[src/design/prdd_pkg.sv]
// shared constants of the eight-bit port with data latch and direction control
package prdd_pkg;
  // port width and bus widths
  localparam int unsigned PORT_W = 8;
  localparam int unsigned ADDR_W = 16;
  localparam int unsigned WORD_W = 16;
  // register addresses on the peripheral bus
  localparam logic [ADDR_W-1:0] ADDR_DATA_LATCH = 16'hFFD6;
  localparam logic [ADDR_W-1:0] ADDR_DIR_CTRL = 16'hFFE6;
  // reset values: every pin an input, latch cleared
  localparam logic [PORT_W-1:0] RST_DATA_LATCH = 8'h00;
  localparam logic [PORT_W-1:0] RST_DIR_CTRL = 8'h00;
  // read answers
  localparam logic [PORT_W-1:0] DIR_READ_VALUE = 8'hFF;
  localparam logic [PORT_W-1:0] UNMAPPED_READ = 8'h00;
  localparam logic [PORT_W-1:0] WORD_LOW_FILL = 8'h00;
  // bus access phases
  typedef enum logic [1:0] {PRDD_IDLE, PRDD_READ, PRDD_WRITE} prdd_phase_t;
endpackage

[src/design/prdd_pin_sync.sv]
// two flip-flop synchroniser for the port input pins
`timescale 1ns/1ps
module prdd_pin_sync #(
  parameter int unsigned WIDTH = 8
) (
  // clock and reset
  input wire logic I_CLK,
  input wire logic I_ARST_N,
  // raw pin levels
  input wire logic [WIDTH-1:0] i_pin,
  // levels safe to read in the clock domain
  output logic [WIDTH-1:0] o_pin_sync
);

  //////////////////////////////////////////////////////////////////////////////
  // one pair of flops per pin; the first flop feeds only the second
  genvar g;
  generate
    for (g = 0; g < WIDTH; g++) begin : g_bit
      logic meta_reg; // first stage, may go metastable
      logic meta_next;
      logic sync_reg; // second stage, safe for logic
      logic sync_next;
      // next values
      always_comb begin
        meta_next = i_pin[g];
        sync_next = meta_reg;
      end
      // register only
      always_ff @(posedge I_CLK or negedge I_ARST_N) begin
        if (!I_ARST_N) begin
          meta_reg <= 1'b0;
          sync_reg <= 1'b0;
        end else begin
          meta_reg <= meta_next;
          sync_reg <= sync_next;
        end
      end
      assign o_pin_sync[g] = sync_reg;
    end
  endgenerate

endmodule

[src/design/prdd_port.sv]
// eight-bit port: data latch, write-only direction control, pin readback
`timescale 1ns/1ps
module prdd_port #(
  parameter int unsigned PORT_W = prdd_pkg::PORT_W
) (
  // clock and reset
  input wire logic I_CLK,
  input wire logic I_ARST_N,
  // peripheral bus request
  input wire logic [prdd_pkg::ADDR_W-1:0] I_ADDR,
  input wire logic I_RD,
  input wire logic I_WR,
  input wire logic I_WORD,
  input wire logic [prdd_pkg::WORD_W-1:0] I_WDATA,
  // peripheral bus answer
  output logic [prdd_pkg::WORD_W-1:0] O_RDATA,
  output logic O_RVALID,
  // pins
  input wire logic [PORT_W-1:0] I_PIN,
  output logic [PORT_W-1:0] O_PIN_OUT,
  output logic [PORT_W-1:0] O_PIN_OE
);

  //////////////////////////////////////////////////////////////////////////////
  // declarations
  logic [PORT_W-1:0] pin_sync; // pin levels after two flops
  logic [PORT_W-1:0] latch_reg; // data latch
  logic [PORT_W-1:0] latch_next;
  logic [PORT_W-1:0] dir_reg; // direction, one means output
  logic [PORT_W-1:0] dir_next;
  logic [prdd_pkg::WORD_W-1:0] rdata_reg; // registered read answer
  logic [prdd_pkg::WORD_W-1:0] rdata_next;
  logic rvalid_reg; // answer strobe
  logic rvalid_next;
  logic [PORT_W-1:0] wbyte; // byte lane that reaches the register
  logic [PORT_W-1:0] rbyte; // byte that a read returns
  logic hit_data; // address decode
  logic hit_dir;
  prdd_pkg::prdd_phase_t phase; // kind of access this cycle

  //////////////////////////////////////////////////////////////////////////////
  // pin synchroniser
  prdd_pin_sync #(
    .WIDTH(PORT_W)
  ) u_sync (
    .I_CLK(I_CLK),
    .I_ARST_N(I_ARST_N),
    .i_pin(I_PIN),
    .o_pin_sync(pin_sync)
  );

  //////////////////////////////////////////////////////////////////////////////
  // decode and lane selection
  always_comb begin
    hit_data = (I_ADDR == prdd_pkg::ADDR_DATA_LATCH);
    hit_dir = (I_ADDR == prdd_pkg::ADDR_DIR_CTRL);
    // write takes precedence if a master drives both strobes
    if (I_WR) begin
      phase = prdd_pkg::PRDD_WRITE;
    end else if (I_RD) begin
      phase = prdd_pkg::PRDD_READ;
    end else begin
      phase = prdd_pkg::PRDD_IDLE;
    end
    // a word write only lands its upper byte; lower byte is lost
    if (I_WORD) begin
      wbyte = I_WDATA[prdd_pkg::WORD_W-1:PORT_W];
    end else begin
      wbyte = I_WDATA[PORT_W-1:0];
    end
    // pins come through two flops, so a read lags a pin change by two edges;
    // the latency buys read data that is never metastable
    // read byte: pins for inputs, latch for outputs
    if (hit_data) begin
      rbyte = (pin_sync & ~dir_reg) | (latch_reg & dir_reg);
    end else if (hit_dir) begin
      rbyte = prdd_pkg::DIR_READ_VALUE;
    end else begin
      rbyte = prdd_pkg::UNMAPPED_READ;
    end
  end

  //////////////////////////////////////////////////////////////////////////////
  // register next values
  always_comb begin
    latch_next = latch_reg;
    dir_next = dir_reg;
    rdata_next = rdata_reg;
    rvalid_next = 1'b0;
    case (phase)
      prdd_pkg::PRDD_WRITE: begin
        // all eight bits stored, even for input pins
        if (hit_data) begin
          latch_next = wbyte;
        end
        // no readback exists, so software must write whole bytes
        if (hit_dir) begin
          dir_next = wbyte;
        end
      end
      prdd_pkg::PRDD_READ: begin
        // word read: upper byte is the register, lower byte is filler
        if (I_WORD) begin
          rdata_next = {rbyte, prdd_pkg::WORD_LOW_FILL};
        end else begin
          rdata_next = {{(prdd_pkg::WORD_W-PORT_W){1'b0}}, rbyte};
        end
        rvalid_next = 1'b1;
      end
      prdd_pkg::PRDD_IDLE: begin
        rvalid_next = 1'b0;
      end
      default: begin
        rvalid_next = 1'b0;
      end
    endcase
  end

  //////////////////////////////////////////////////////////////////////////////
  // state registers
  always_ff @(posedge I_CLK or negedge I_ARST_N) begin
    if (!I_ARST_N) begin
      latch_reg <= prdd_pkg::RST_DATA_LATCH;
      dir_reg <= prdd_pkg::RST_DIR_CTRL;
      rdata_reg <= '0;
      rvalid_reg <= 1'b0;
    end else begin
      latch_reg <= latch_next;
      dir_reg <= dir_next;
      rdata_reg <= rdata_next;
      rvalid_reg <= rvalid_next;
    end
  end

  //////////////////////////////////////////////////////////////////////////////
  // outputs straight from flops; enable high drives the pin
  // level and enable come from separate flops, so a direction write never glitches the level
  assign O_PIN_OUT = latch_reg;
  assign O_PIN_OE = dir_reg;
  assign O_RDATA = rdata_reg;
  assign O_RVALID = rvalid_reg;
endmodule

[config.mk]
export PLATFORM = sky130hd
export DESIGN_NAME = prdd_port
export DESIGN_NICKNAME = d
export VERILOG_FILES = /design/src/design/prdd_pkg.sv /design/src/design/prdd_pin_sync.sv /design/src/design/prdd_port.sv
export SDC_FILE = /design/constraint.sdc
export NUM_CORES = 1
export LEC_CHECK = 0
export ABC_AREA = 1
export BUFFER_PORTS_ARGS = -buffer_cell sky130_fd_sc_hd__clkbuf_2
export CORE_MARGIN = 5
export CORE_UTILIZATION = 45
export DETAILED_ROUTE_END_ITERATION = 12
export HOLD_SLACK_MARGIN = 0.03
export PLACE_DENSITY = 0.79
export REMOVE_ABC_BUFFERS = 1
export SETUP_SLACK_MARGIN = 0.02
export SYNTH_ARGS = -nofsm -noshare
export SYNTH_HDL_FRONTEND = slang
export SYNTH_HIERARCHICAL = 1
export SYNTH_SLANG_ARGS = --single-unit
[constraint.sdc]
create_clock -name I_CLK -period 0.9 [get_ports I_CLK]
set_input_delay 0.045 -clock I_CLK [delete_from_list [all_inputs] [get_ports I_CLK]]
set_output_delay 0.045 -clock I_CLK [all_outputs]
set_load 0.01 [all_outputs]
# Yosys cells after proc, flatten, opt, wreduce, memory -nomap -nowiden
# Index checks and enable logic that the tools add are counted.
[op_classes]
addsub = 0
multipliers = 0
n_div = 0
order_cmp = 0
n_eq_ne = 4
n_shift = 0
muxes = 7
bitwise = 4
reduce_logical = 2
[op_table]
columns = ["op", "count"]
rows = [
  ["$eq 16x16->1 const B", 2],
  ["$mux 8", 3],
  ["$and 8x8->8", 2],
  ["$mux 16", 1],
  ["$not 8->8", 1],
  ["$or 8x8->8", 1],
  ["$reduce_and 2->1", 2],
  ["$eq 2x1->1 const B", 1],
  ["$eq 2x2->1 const B", 1],
  ["$mux 1", 2],
  ["$mux 2", 1],
]
[word_totals]
reg_bits = 49
latchBits = 0
mem_bits_rw = 0
mem_bits_ro = 0
inputBits = 45
out_inout_bits = 33
word_cells = 37
mem_count = 0

# Longest topological paths before layout
# Gate-level depths: netlist of the first run.
[logic_depth]
depth_word = 5
depth_mapped = 10
ltp_nobuf = 8

# Hierarchy
# The synthesis of the first run kept the hierarchy.
[by_module_without_submodules]
columns = ["mod", "instances", "cells_each", "area_per_inst_um2", "seq_area_each_um2"]
rows = [
  ["prdd_port", 1, 219, 1776.7, 825.8],
  ["prdd_pin_sync", 1, 24, 460.4, 400.4],
]

# Least setup slack after synthesis of the first run
# OpenSTA, ideal clock, no wires.
[synth_path]
path_kind = "input -> register"
startpoint = "input I_ADDR[0] in the netlist's numbering"
endpoint = "register latch_reg[5], in the netlist O_PIN_OUT[5]"
t_arrival_ps = 860
required_time_ps = 782
path_slack_ps = -78
stages = 7
path_buffers = 1
path_cell_list = "nor2_2 nand2_2 nor2_4 nand3_4 buf_6 nand2_2 o21ai_2"
[synth_via]
elab_chain_len = 2
[synth_lines]
columns = ["element", "line_no", "source"]
rows = [
  ["start, declared", "prdd_port.sv:10", "input wire logic [prdd_pkg::ADDR_W-1:0] I_ADDR,"],
  ["$eq 16x16->1", "prdd_port.sv:55", "hit_data = (I_ADDR == prdd_pkg::ADDR_DATA_LATCH);"],
  ["$reduce_and 2->1 (no line)", "n/a", ""],
  ["end signal, assigned", "prdd_port.sv:123", "latch_reg <= prdd_pkg::RST_DATA_LATCH;"],
  ["end signal, assigned", "prdd_port.sv:128", "latch_reg <= latch_next;"],
  ["end, declared", "prdd_port.sv:27", "logic [PORT_W-1:0] latch_reg;"],
]
# No other way between the ends.
# A chain may end at the register's enable or synchronous reset.

# Worst setup path in the final report of the first run
[layout_path]
startpoint = "register dir_reg[5], in the netlist O_PIN_OE[5]"
endpoint = "output O_PIN_OE[5]"
[layout_lines]
columns = ["element", "line_no", "source"]
rows = [
  ["start, declared", "prdd_port.sv:29", "logic [PORT_W-1:0] dir_reg;"],
  ["start signal, assigned", "prdd_port.sv:124", "dir_reg <= prdd_pkg::RST_DIR_CTRL;"],
  ["start signal, assigned", "prdd_port.sv:129", "dir_reg <= dir_next;"],
  ["end, declared", "prdd_port.sv:21", "output logic [PORT_W-1:0] O_PIN_OE"],
]
# No word-level cell between the ends.

==> results of run 1 <==
-- path summary, 6_finish.rpt --
check | startpoint | end | slack, ps
max | O_PIN_OE[5] | O_PIN_OE[5] | -120
min | I_WDATA[0] | O_PIN_OE[0] | 100
max reg2reg | O_PIN_OUT[6] | O_RDATA[14] | -100
min reg2reg | u_sync/g_bit[7].meta_reg | u_sync/g_bit[7].sync_reg | 350
max in group asynchronous | I_ARST_N | O_PIN_OE[1] | 420
min in group asynchronous | I_ARST_N | O_PIN_OUT[2] | 250
-- cells in the final DEF, fill, tap and decap left out, drive strengths merged --
| cell type | n |
|---|---|
| nand3 | 26 |
| clkinv | 1 |
| dfrtp | 49 |
| dlygate4sd3 | 10 |
| clkinvlp | 1 |
| buf | 71 |
| nor2 | 9 |
| o21ai | 24 |
| nand2 | 94 |
| inv | 26 |
| clkbuf | 59 |
-- routing by layer --
metal,up-vias,share of wire [%],track usage [%]
met5,-,0,0
met4,0,1.6,5.91
li1,1004,-,-
met3,10,5.2,3.59
met2,51,53,29.6
met1,901,40,21.3
-- worst max-delay path, stage by stage (launching register included) --
cell	delay [ps]
dfrtp_1	430
buf_6	140
buf_8	110
-- timing repair --
| item | in CTS | in global routing |
|---|---|---|
| setup endpoints to repair | 34 | 48 |
| buffers inserted | 3 | 16 |
| hold endpoints to repair | 58 | 0 |
| hold buffers | 10 | 0 |
| resized for setup | 29 | 54 |
| pin swaps | 18 | 9 |
-- cell families (layout without fill, tap and decap cells) --
kind of cell	after synthesis	in the layout	synth area share (%)
flip-flops	49	49	54.8
buffers and inverters	41	168	10.1
AND/OR/NAND/NOR	129	129	27.0
AO/OA/AOI/OAI	24	24	8.05
-- power groups by stage --
stage	combinational, mW	sequential, mW	clock, mW
after floorplan	0.114	2.29	0
after global placement	0.310	2.29	0
after detailed placement	0.318	2.29	0
after CTS	0.356	2.25	1.27
after global routing	0.408	2.25	1.36
final	0.360	2.25	1.25
-- metrics by stage --
| stage | util (%) | setup WS [ps] | instance area (um2) | setup TNS [ps] |
|---|---|---|---|---|
| 2_1_floorplan | - | -245 | 2110 | -3320 |
| 3_3_place_gp | 59.5 | -139 | 2850 | -3280 |
| 3_5_place_dp | 59.5 | -181 | 2850 | -4370 |
| 4_1_cts | 66.0 | -124 | 3160 | -2360 |
| 5_1_grt | 71.8 | -195 | 3440 | -3910 |
| 6_report | 71.8 | -120 | 3440 | -2180 |
-- area by class of cell --
cell class / count / area (um2)
Multi-Input combinational cell: 153 / 860
Sequential cell: 49 / 1230
Inverter: 27 / 101
Clock inverter: 1 / 7.51
Tap cell: 67 / 83.8
Fill cell: 370 / 1350
Clock buffer: 7 / 76.3
Timing Repair Buffer: 133 / 1080
==> summary.md, run 1 <==
Endpoint arrival time on the critical path: 980 ps. After synthesis, the share of flip-flops with an asynchronous set or reset is 100%. The run gives 81 as the number of DRC violations after detailed-routing iteration 0. Dividing total power by cell area gives a power density of 1120 nW/um2.

The core area is 4790 um2. By count the netlist is led by nand2_1 (87), dfrtp_1 (49), inv_1 (24), nand3_1 (24), o21ai_2 (16). The tools report the reported max-cap violation count as 0.

Once the floorplan was initialized, standard cells occupied 46.7% of the core. For the via total after detailed routing, the log shows 1966. Derived from the worst setup path, the maximum achievable clock frequency is 980 MHz. The worst setup path is captured at a primary output.

The Yosys step of the flow raised 6 warnings. The number of buffer cells added on primary ports was 77. The CTS clock-pin slew for the worst setup and hold paths was 80 ps; the number of I/O pins was 78. The internal portion of the total power is 2.95 mW.

The tools report the startpoint type of the worst setup path as a flop. The share of Yosys cell area claimed by the top area cell type was 54.8%; the required time of the critical path was 850 ps. The number of pins exceeding their max-slew limit in the final report came out at 0. The run gives 54.8% as the share of the yosys chip area belonging to registers. The logs give 25 for the row count and 0 for the number of routed nets with antenna violations.

Once detailed placement completed, the half-perimeter wirelength came to 3800 um. The final routed wire length divided by cell count is 12.5 um. The run gives 8640 um as the first-pass GRT wire length. The clock latency reported for the late side of the worst-skew pair is 300 ps, and the net switching component of the power is 905 uW. The checks that failed: setup timing. The net count reported at finish was 414; the vertical extent of the die was 80.5 um. The cell depth of the worst hold path was 5; the final global-route overflow total was 0. The run finished, with violations left.

The maximum net fanout on the critical path was 3. At the end of routability-driven placement, the weighted congestion stood at 0.745. The logs give 5 for the number of CTS-inserted buffers and 4 for the count of TritonRoute iterations in the first routing pass. The flip-flop count of the largest register, all copies and words added came out at 16.

The most common cell in the synthesized netlist is nand2_1. Type of the worst min-delay path: primary input to flop. The maximum number of pins on one net before global-route repair is 50, and the instance count after placement with tap cells included is 400.

For the final-report hold violation count, the log shows 0. 0 antenna diodes ended up in the layout. The non-filler instance count after layout is 437.

The run gives 2240 um2 as the total standard cell area after synthesis. Combinational cells account for 9.3% of the total power. From left edge to right edge, the die measures 80.5 um. Dividing the detail-routed via count by the number of cells gives 4.50. The run gives 3.86 mW as the total power of the final layout. For this run, design rule violations remaining after detail routing come to 0. The logs give 17.2% for the overall global routing resource usage and 2 for the total number of H-tree levels.

Net switching is 23.5% of the power. The tree built by TritonCTS fans out to 49 sinks. Relative to the synthesized area, the layout overhead comes to 53.6%.

The run gives 32.3% as the clock group share of total power. Across the routed clock network, the largest skew measured is 7.22 ps. The maximum number of buffers from clock root to sink is 2. Setup repair after global routing could not meet its margin everywhere. The final hold slack is 101 ps.

The average cell area after synthesis was 9.21 um2; the slack of the critical path was -120 ps. Cells with a size suffix above 1 make up 48.4% of the layout. In this run, flip-flops and latches consume 58.4% of the power. For the number of global-route vias before repair, the log shows 1932. TritonCTS built the clock tree. Synthesis handed over a netlist of 243 instances. For the total die area, the log shows 6480 um2. The critical path in this run is classified as flop to primary output. Summed over all cells, the static leakage comes to 1.85 nW. For the number of unique standard cell types used by synthesis, the log shows 19. The normalized max-slew margin was 82.7%; the count of final setup violators was 33. In this run, synthesis produced a sequential element count of 49.

By area the synthesized netlist is led by dfrtp_1 (55%), nand2_1 (15%), o21ai_2 (6.3%), nand3_1 (5.4%), inv_1 (4.0%). The maximum vdd ir drop was 0.00107 V; the count of flip-flops with a built-in enable after synthesis was 0. Initial antenna violation count: 0. The worst reg-to-reg path cell count came out at 6. The minimum period implied by the final worst setup slack is 1020 ps.

In this run the clock root is driven by a clkbuf_8. The biggest area contributor in the post-synthesis netlist is dfrtp_1. The slew at the pin closest to its max-slew limit came out at 260 ps. The leading register cell type out of synthesis was dfrtp_1. The tools report the total wire length after detailed routing as 5480 um. The final critical path takes up 113% of the cycle.
No activity file was read; power rests on OpenSTA's default activity.
==> run 2, diff against run 1 <==
SKIP_CTS_REPAIR_TIMING = 1   (was default)
==> run 2 against run 1 <==
  * The flow still finishes with violations (setup timing)
  * Clock power hardly changed
  * Critical path depth is 4 higher
  * Global-route usage is 1.1 points lower
  * Combinational power hardly changed
  * Power hardly changed
  * Critical path type is now flop to flop
  * Critical endpoint is now O_RDATA[13]
==> summary.md, run 2 (synthesized netlist as in run 1, its figures left out) <==
The number of routed nets with antenna violations was 0 (unchanged); the number of filler cells placed in the layout was 369 (-0.27%). The leading cell type in the layout, fill and taps excluded is nand2_1. The endpoint arrival time on the critical path was 1220 ps (+240 ps). The share of post-route cells with drive strength above 1 works out to 46.9% (-1.5 points). The number of DRC violations after detailed-routing iteration 0 came out at 88 (+8.6%). The worst setup path is of the flop to flop kind. The clock tree skew after final layout is 5.64 ps (-1.58 ps), and the vertical extent of the die is 80.5 um (unchanged). The final-report hold violation count is 0 (unchanged), and the via total after detailed routing is 1983 (+0.86%). The slew at the pin closest to its max-slew limit was 253 ps (-6.21 ps); the count of final setup violators was 32 (-3.0%).

The core area is 4790 um2 (unchanged). Final routed wire length divided by cell count: 12.6 um (+0.28%). In the layout the commonest cells are nand2_1 (86), clkbuf_2 (53), dfrtp_1 (49), buf_6 (32), buf_4 (25). Setup repair after global routing could not meet its margin everywhere. The synthesis-to-layout area growth is 51.0%, and the number of CTS-inserted buffers is 5 (unchanged).

Required time of the critical path: 1090 ps (+240 ps). The count of TritonRoute iterations in the first routing pass is 4 (unchanged), and the first-pass GRT wire length is 8110 um (-6.1%). The total power of the final layout came out at 3.85 mW (about the same). TritonCTS built the clock tree.

For the overall global routing resource usage, the log shows 16.1% (-1.1 points). The run finished, with violations left. The number of pins exceeding their max-slew limit in the final report was 0 (unchanged); the minimum period implied by the final worst setup slack was 1020 ps (+4.69 ps). The total die area is 6480 um2 (unchanged), and the final hold slack is 103 ps (+2.38 ps).

The leakage component of the power is 1.83 nW (-0.76%), and the number of antenna cells inserted is 0 (unchanged). In this run the worst setup path begins at O_PIN_OUT[5]. The power density over cell area came out at 1140 nW/um2 (+1.7%). The number of DRC violations after detailed routing was 0 (unchanged); the share of the clock period used by the worst path was 114% (+0.52 points).

The average vias per placed instance is 4.55 (+1.1%), and the CTS clock-pin slew for the worst setup and hold paths is 90 ps (about the same). The reported max-cap violation count was 0 (unchanged); the fraction of the core area covered by cells at the end of the flow was 70.6% (-1.3 points). The flip-flop count of the largest register, all copies and words added came out at 16 (unchanged). The worst setup path is captured at a flop. For the number of I/O pins, the log shows 78 (unchanged). The startpoint type of the worst setup path is a flop. The total wire length after detailed routing came out at 5480 um (about the same).

The detailed placer's ending HPWL came out at 3800 um (unchanged). The maximum number of pins on one net before global-route repair is 50 (unchanged), and the total number of H-tree levels is 2 (unchanged). The checks that failed: setup timing. The placer congestion estimate was 0.745 (unchanged). The fmax was 976 MHz (-0.46%). The logs give 25 (unchanged) for the row count and 2 (unchanged) for the maximum number of buffers from clock root to sink. The number of global-route vias before repair is 1855 (-4.0%).

In this run the most critical hold path is launched from I_WDATA[12]. The tools report the master cell of the clock root buffer as clkbuf_8. The initial antenna violation count came out at 0 (unchanged). Non-filler instance count after layout: 436 (-0.23%). The tools report the startpoint of the lowest-slack register-to-register path as O_PIN_OUT[5].

For the instance count after placement with tap cells included, the log shows 400 (unchanged). The type of the worst min-delay path was primary input to flop. The maximum vdd ir drop was 0.00112 V (+5.0%); the number of buffer cells added on primary ports was 77 (unchanged).

The die boundary width is 80.5 um (unchanged). The maximum net fanout on the critical path works out to 2 (-1). The tools report the flop-to-flop setup slack as -120 ps (-20 ps). The clock latency reported for the late side of the worst-skew pair came out at 300 ps (about the same).

The logs give 46.7% (unchanged) for the initial standard-cell utilization of the core and -181 ps (unchanged) for the post-placement setup slack. The tools report the footprint of the multi-input gates as 833 um2 (-3.1%). The normalized max-slew margin was 83.1% (+0.41 points); the final global-route overflow total was 0 (unchanged). The total clock sinks came out at 49 (unchanged). The net count reported at finish is 413 (-0.24%), and the slack of the critical path is -125 ps (-4.69 ps).

The flip-flop and latch area was 1230 um2 (unchanged).
[run 2: cell types whose count changed in the layout (fill, tap and decap cells not counted), sizes merged]
cell,change
buf,-2
clkbuf,+1
[run 2: per-layer routing]
metal,up-vias,part of all wire (%),global-route usage (%)
met5,-,0,0
met2,54,53,27.1
met1,916,40,20.5
met3,10,5.5,3.48
met4,0,1.5,5.57
li1,1003,-,-
[run 2: path summary, 6_finish.rpt]
kind,endpoint,depth (start not counted)
max reg2reg,O_RDATA[13],6
min,O_PIN_OUT[4],5
min reg2reg,u_sync/g_bit[5].sync_reg,0
min in group asynchronous,u_sync/g_bit[4].meta_reg,3
max in group asynchronous,O_RDATA[9],3
max,O_RDATA[13],6
[run 2: through the flow]
| step | area [um2] | TNS, ps |
|---|---|---|
| floorplan | 2110 | -3320 |
| global placement | 2850 | -3280 |
| detailed placement | 2850 | -4370 |
| CTS | 2930 | -3280 |
| global route | 3380 | -3920 |
| finish | 3380 | -2260 |
[run 2: layout make-up]
| cell class | instances | share of cell area, % |
|---|---|---|
| Clock inverter | 1 | 0.222 |
| Multi-Input combinational cell | 153 | 24.7 |
| Clock buffer | 7 | 2.26 |
| Tap cell | 67 | 2.48 |
| Inverter | 27 | 3.00 |
| Timing Repair Buffer | 132 | 31.0 |
| Sequential cell | 49 | 36.3 |
[run 2: critical path, stage by stage, from the launching register on]
cell and delay, ps:
dfrtp_1 400, inv_1 60, nand2_1 40, o21ai_1 110, nand3_1 140, nand3_1 100, nand2_1 60
[run 2: power by group]
part           switching [mW]  leakage (nW)  internal, mW
clock network           0.695        0.0385         0.550
logic                   0.195          1.15         0.163
registers              0.0129         0.647          2.24
total                   0.903          1.83          2.95
==> run 3, diff against run 2 <==
CORE_UTILIZATION = 46   (was 45)
CTS_BUF_LIST = sky130_fd_sc_hd__clkbuf_4 sky130_fd_sc_hd__clkbuf_8   (was default)
PLACE_DENSITY = 0.8   (was 0.79)
==> run 3 against run 2 <==
  * Power rose by 1.7%
  * Die area down 1.9%
  * Global-route usage is 0.75 points higher
  * Cell count is 1.4% lower
  * Sequential share of layout area down 0.65 points
  * The run still ends with setup timing left
  * Non-clock buffer count is 5 lower
==> summary.md, run 3 (synthesized netlist as in run 1, its figures left out) <==
The minimum period implied by the final worst setup slack was 1030 ps (+3.03 ps); the number of DRC violations after detailed-routing iteration 0 was 74 (-16%). The fmax came out at 973 MHz (-0.30%). The CTS clock-pin slew for the worst setup and hold paths was 80 ps (about the same); the final-report hold violation count was 0 (unchanged).

The share of post-route cells with drive strength above 1 came out at 51.8% (+4.9 points). The logs give 0 (unchanged) for the number of DRC violations after detailed routing and 1.82 nW (-0.85%) for the leakage component of the power. The area of all placed cells without fillers was 3440 um2 (+1.8%). The vertical extent of the die came out at 79.7 um (-0.96%). The tools report the total die area as 6360 um2 (-1.9%). The placer congestion estimate was 0.754 (+1.2%). The worst setup path is captured at a primary output. The reported max-cap violation count came out at 0 (unchanged). For the number of global-route vias before repair, the log shows 1789 (-3.6%). For the number of I/O pins, the log shows 78 (unchanged). The clock latency reported for the late side of the worst-skew pair came out at 310 ps (about the same).

The worst setup path is launched from a flop. The required time of the critical path came out at 850 ps (-240 ps). The slack of the critical path came out at -128 ps (-3.03 ps). The logs give 0 (unchanged) for the number of routed nets with antenna violations and 2 (unchanged) for the maximum number of buffers from clock root to sink. Setup repair after global routing could not meet its margin everywhere. The power density over cell area is 1140 nW/um2 (-0.11%).

Endpoint arrival time on the critical path: 980 ps (-240 ps). The final global-route overflow total is 0 (unchanged), and the count of final setup violators is 29 (-9.4%). In the layout the commonest cells are nand2_1 (86), clkbuf_2 (54), dfrtp_1 (49), buf_6 (33). Number of antenna cells inserted: 0 (unchanged). The checks that failed: setup timing. The synthesis-to-layout area growth is 53.7%. Maximum vdd ir drop: 0.00103 V (-8.2%). Post-placement setup slack: -175 ps (+6.24 ps).

The logs give 5 (+1) for the count of TritonRoute iterations in the first routing pass and 47.4% (+0.62 points) for the initial standard-cell utilization of the core. The run gives 5480 um (about the same) as the total wire length after detailed routing. Die boundary width: 79.7 um (-0.96%).

The logs give 5 (unchanged) for the number of CTS-inserted buffers and 2850 um2 (unchanged) for the total cell area at the placement stage. The row count was 25 (unchanged); the clock tree skew after final layout was 5.69 ps (+0.0504 ps). The total number of H-tree levels came out at 2 (unchanged). The net count reported at finish was 408 (-1.2%).

For the first-pass GRT wire length, the log shows 8270 um (+2.0%). Slew at the pin closest to its max-slew limit: 289 ps (+35.6 ps). Clock tree synthesis selected as its root buffer the cell clkbuf_8. The number of buffer cells added on primary ports is 77 (unchanged). The logs give 16.9% (+0.75 points) for the overall global routing resource usage and 3730 um (-2.0%) for the detailed placer's ending HPWL.

The logs give 80.7% (-2.4 points) for the normalized max-slew margin and 50 (unchanged) for the maximum number of pins on one net before global-route repair. The run gives 85.3 ps (-18.1 ps) as the final hold slack. The type of the worst min-delay path was primary input to flop. Total clock sinks: 49 (unchanged). TritonCTS built the clock tree.

The library cell used most frequently in the layout, excluding fill and tap cells, is nand2_1. The flip-flop count of the largest register, all copies and words added works out to 16 (unchanged). Initial antenna violation count: 0 (unchanged). The share of the clock period used by the worst path is 114% (+0.34 points). The flow ran to the end, but the final reports show violations.

The via total after detailed routing is 1988 (+0.25%), and the average vias per placed instance is 4.62 (+1.7%). The logs give 4720 um2 (-1.3%) for the core area and 0 (unchanged) for the number of pins exceeding their max-slew limit in the final report. The maximum net fanout on the critical path is 4 (+2). Critical path start-end classification: flop to primary output.

Final routed wire length divided by cell count: 12.7 um (+1.4%).
-- run 3: changes by cell type in the layout (fill, tap and decap cells not counted), moves of 2 or more --
cell,change
o21ai_2,+5
buf_4,-6
nand3_2,+14
nand3_1,-14
clkbuf_1,-2
o21ai_1,-4
-- run 3: routing by layer --
metal | track usage [%] | vias up | wire length [um]
met5 | 0 | - | 0
li1 | - | 983 | -
met3 | 4.40 | 8 | 392
met2 | 28.0 | 63 | 2900
met4 | 5.07 | 0 | 69
met1 | 21.8 | 934 | 2120
-- run 3: final cells by class --
type / instances / area (um2)
Tap cell: 67 / 83.8
Fill cell: 317 / 1280
Timing Repair Buffer: 127 / 1010
Inverter: 27 / 101
Sequential cell: 49 / 1230
Clock inverter: 1 / 7.51
Multi-Input combinational cell: 153 / 922
Clock buffer: 6 / 82.6
-- run 3: path summary, 6_finish.rpt --
| path | slack (ps) | start | end | cells past startpoint |
|---|---|---|---|---|
| worst min-delay path | 90 | I_WDATA[14] | O_PIN_OUT[6] | 5 |
| worst max-delay path | -130 | O_PIN_OE[6] | O_PIN_OE[6] | 2 |
| worst min register to register | 350 | u_sync/g_bit[7].meta_reg | u_sync/g_bit[7].sync_reg | 0 |
| min in group asynchronous | 250 | I_ARST_N | u_sync/g_bit[7].meta_reg | 3 |
| worst max register to register | -100 | O_PIN_OUT[5] | O_RDATA[13] | 6 |
| max in group asynchronous | 410 | I_ARST_N | O_RDATA[14] | 3 |
-- run 3: critical path, stage by stage, from the launching register on --
cell and delay, ps:
dfrtp_1 440, buf_6 140, buf_6 110
-- run 3: where the power goes --
part           internal [mW]  switching [mW]
registers               2.24          0.0138
clock network          0.607           0.692
logic                  0.167           0.202
total                   3.01           0.908
-- run 3: per-stage QoR --
step / instances / power [mW] / TNS (ps) / utilization [%]
2_1_floorplan: 229 / 2.40 / -3320 / -
3_3_place_gp: 400 / 2.60 / -3370 / 60.3
3_5_place_dp: 400 / 2.61 / -4280 / 60.3
4_1_cts: 407 / 3.92 / -3830 / 62.2
5_1_grt: 430 / 4.10 / -3870 / 72.8
6_report: 430 / 3.92 / -2190 / 72.8
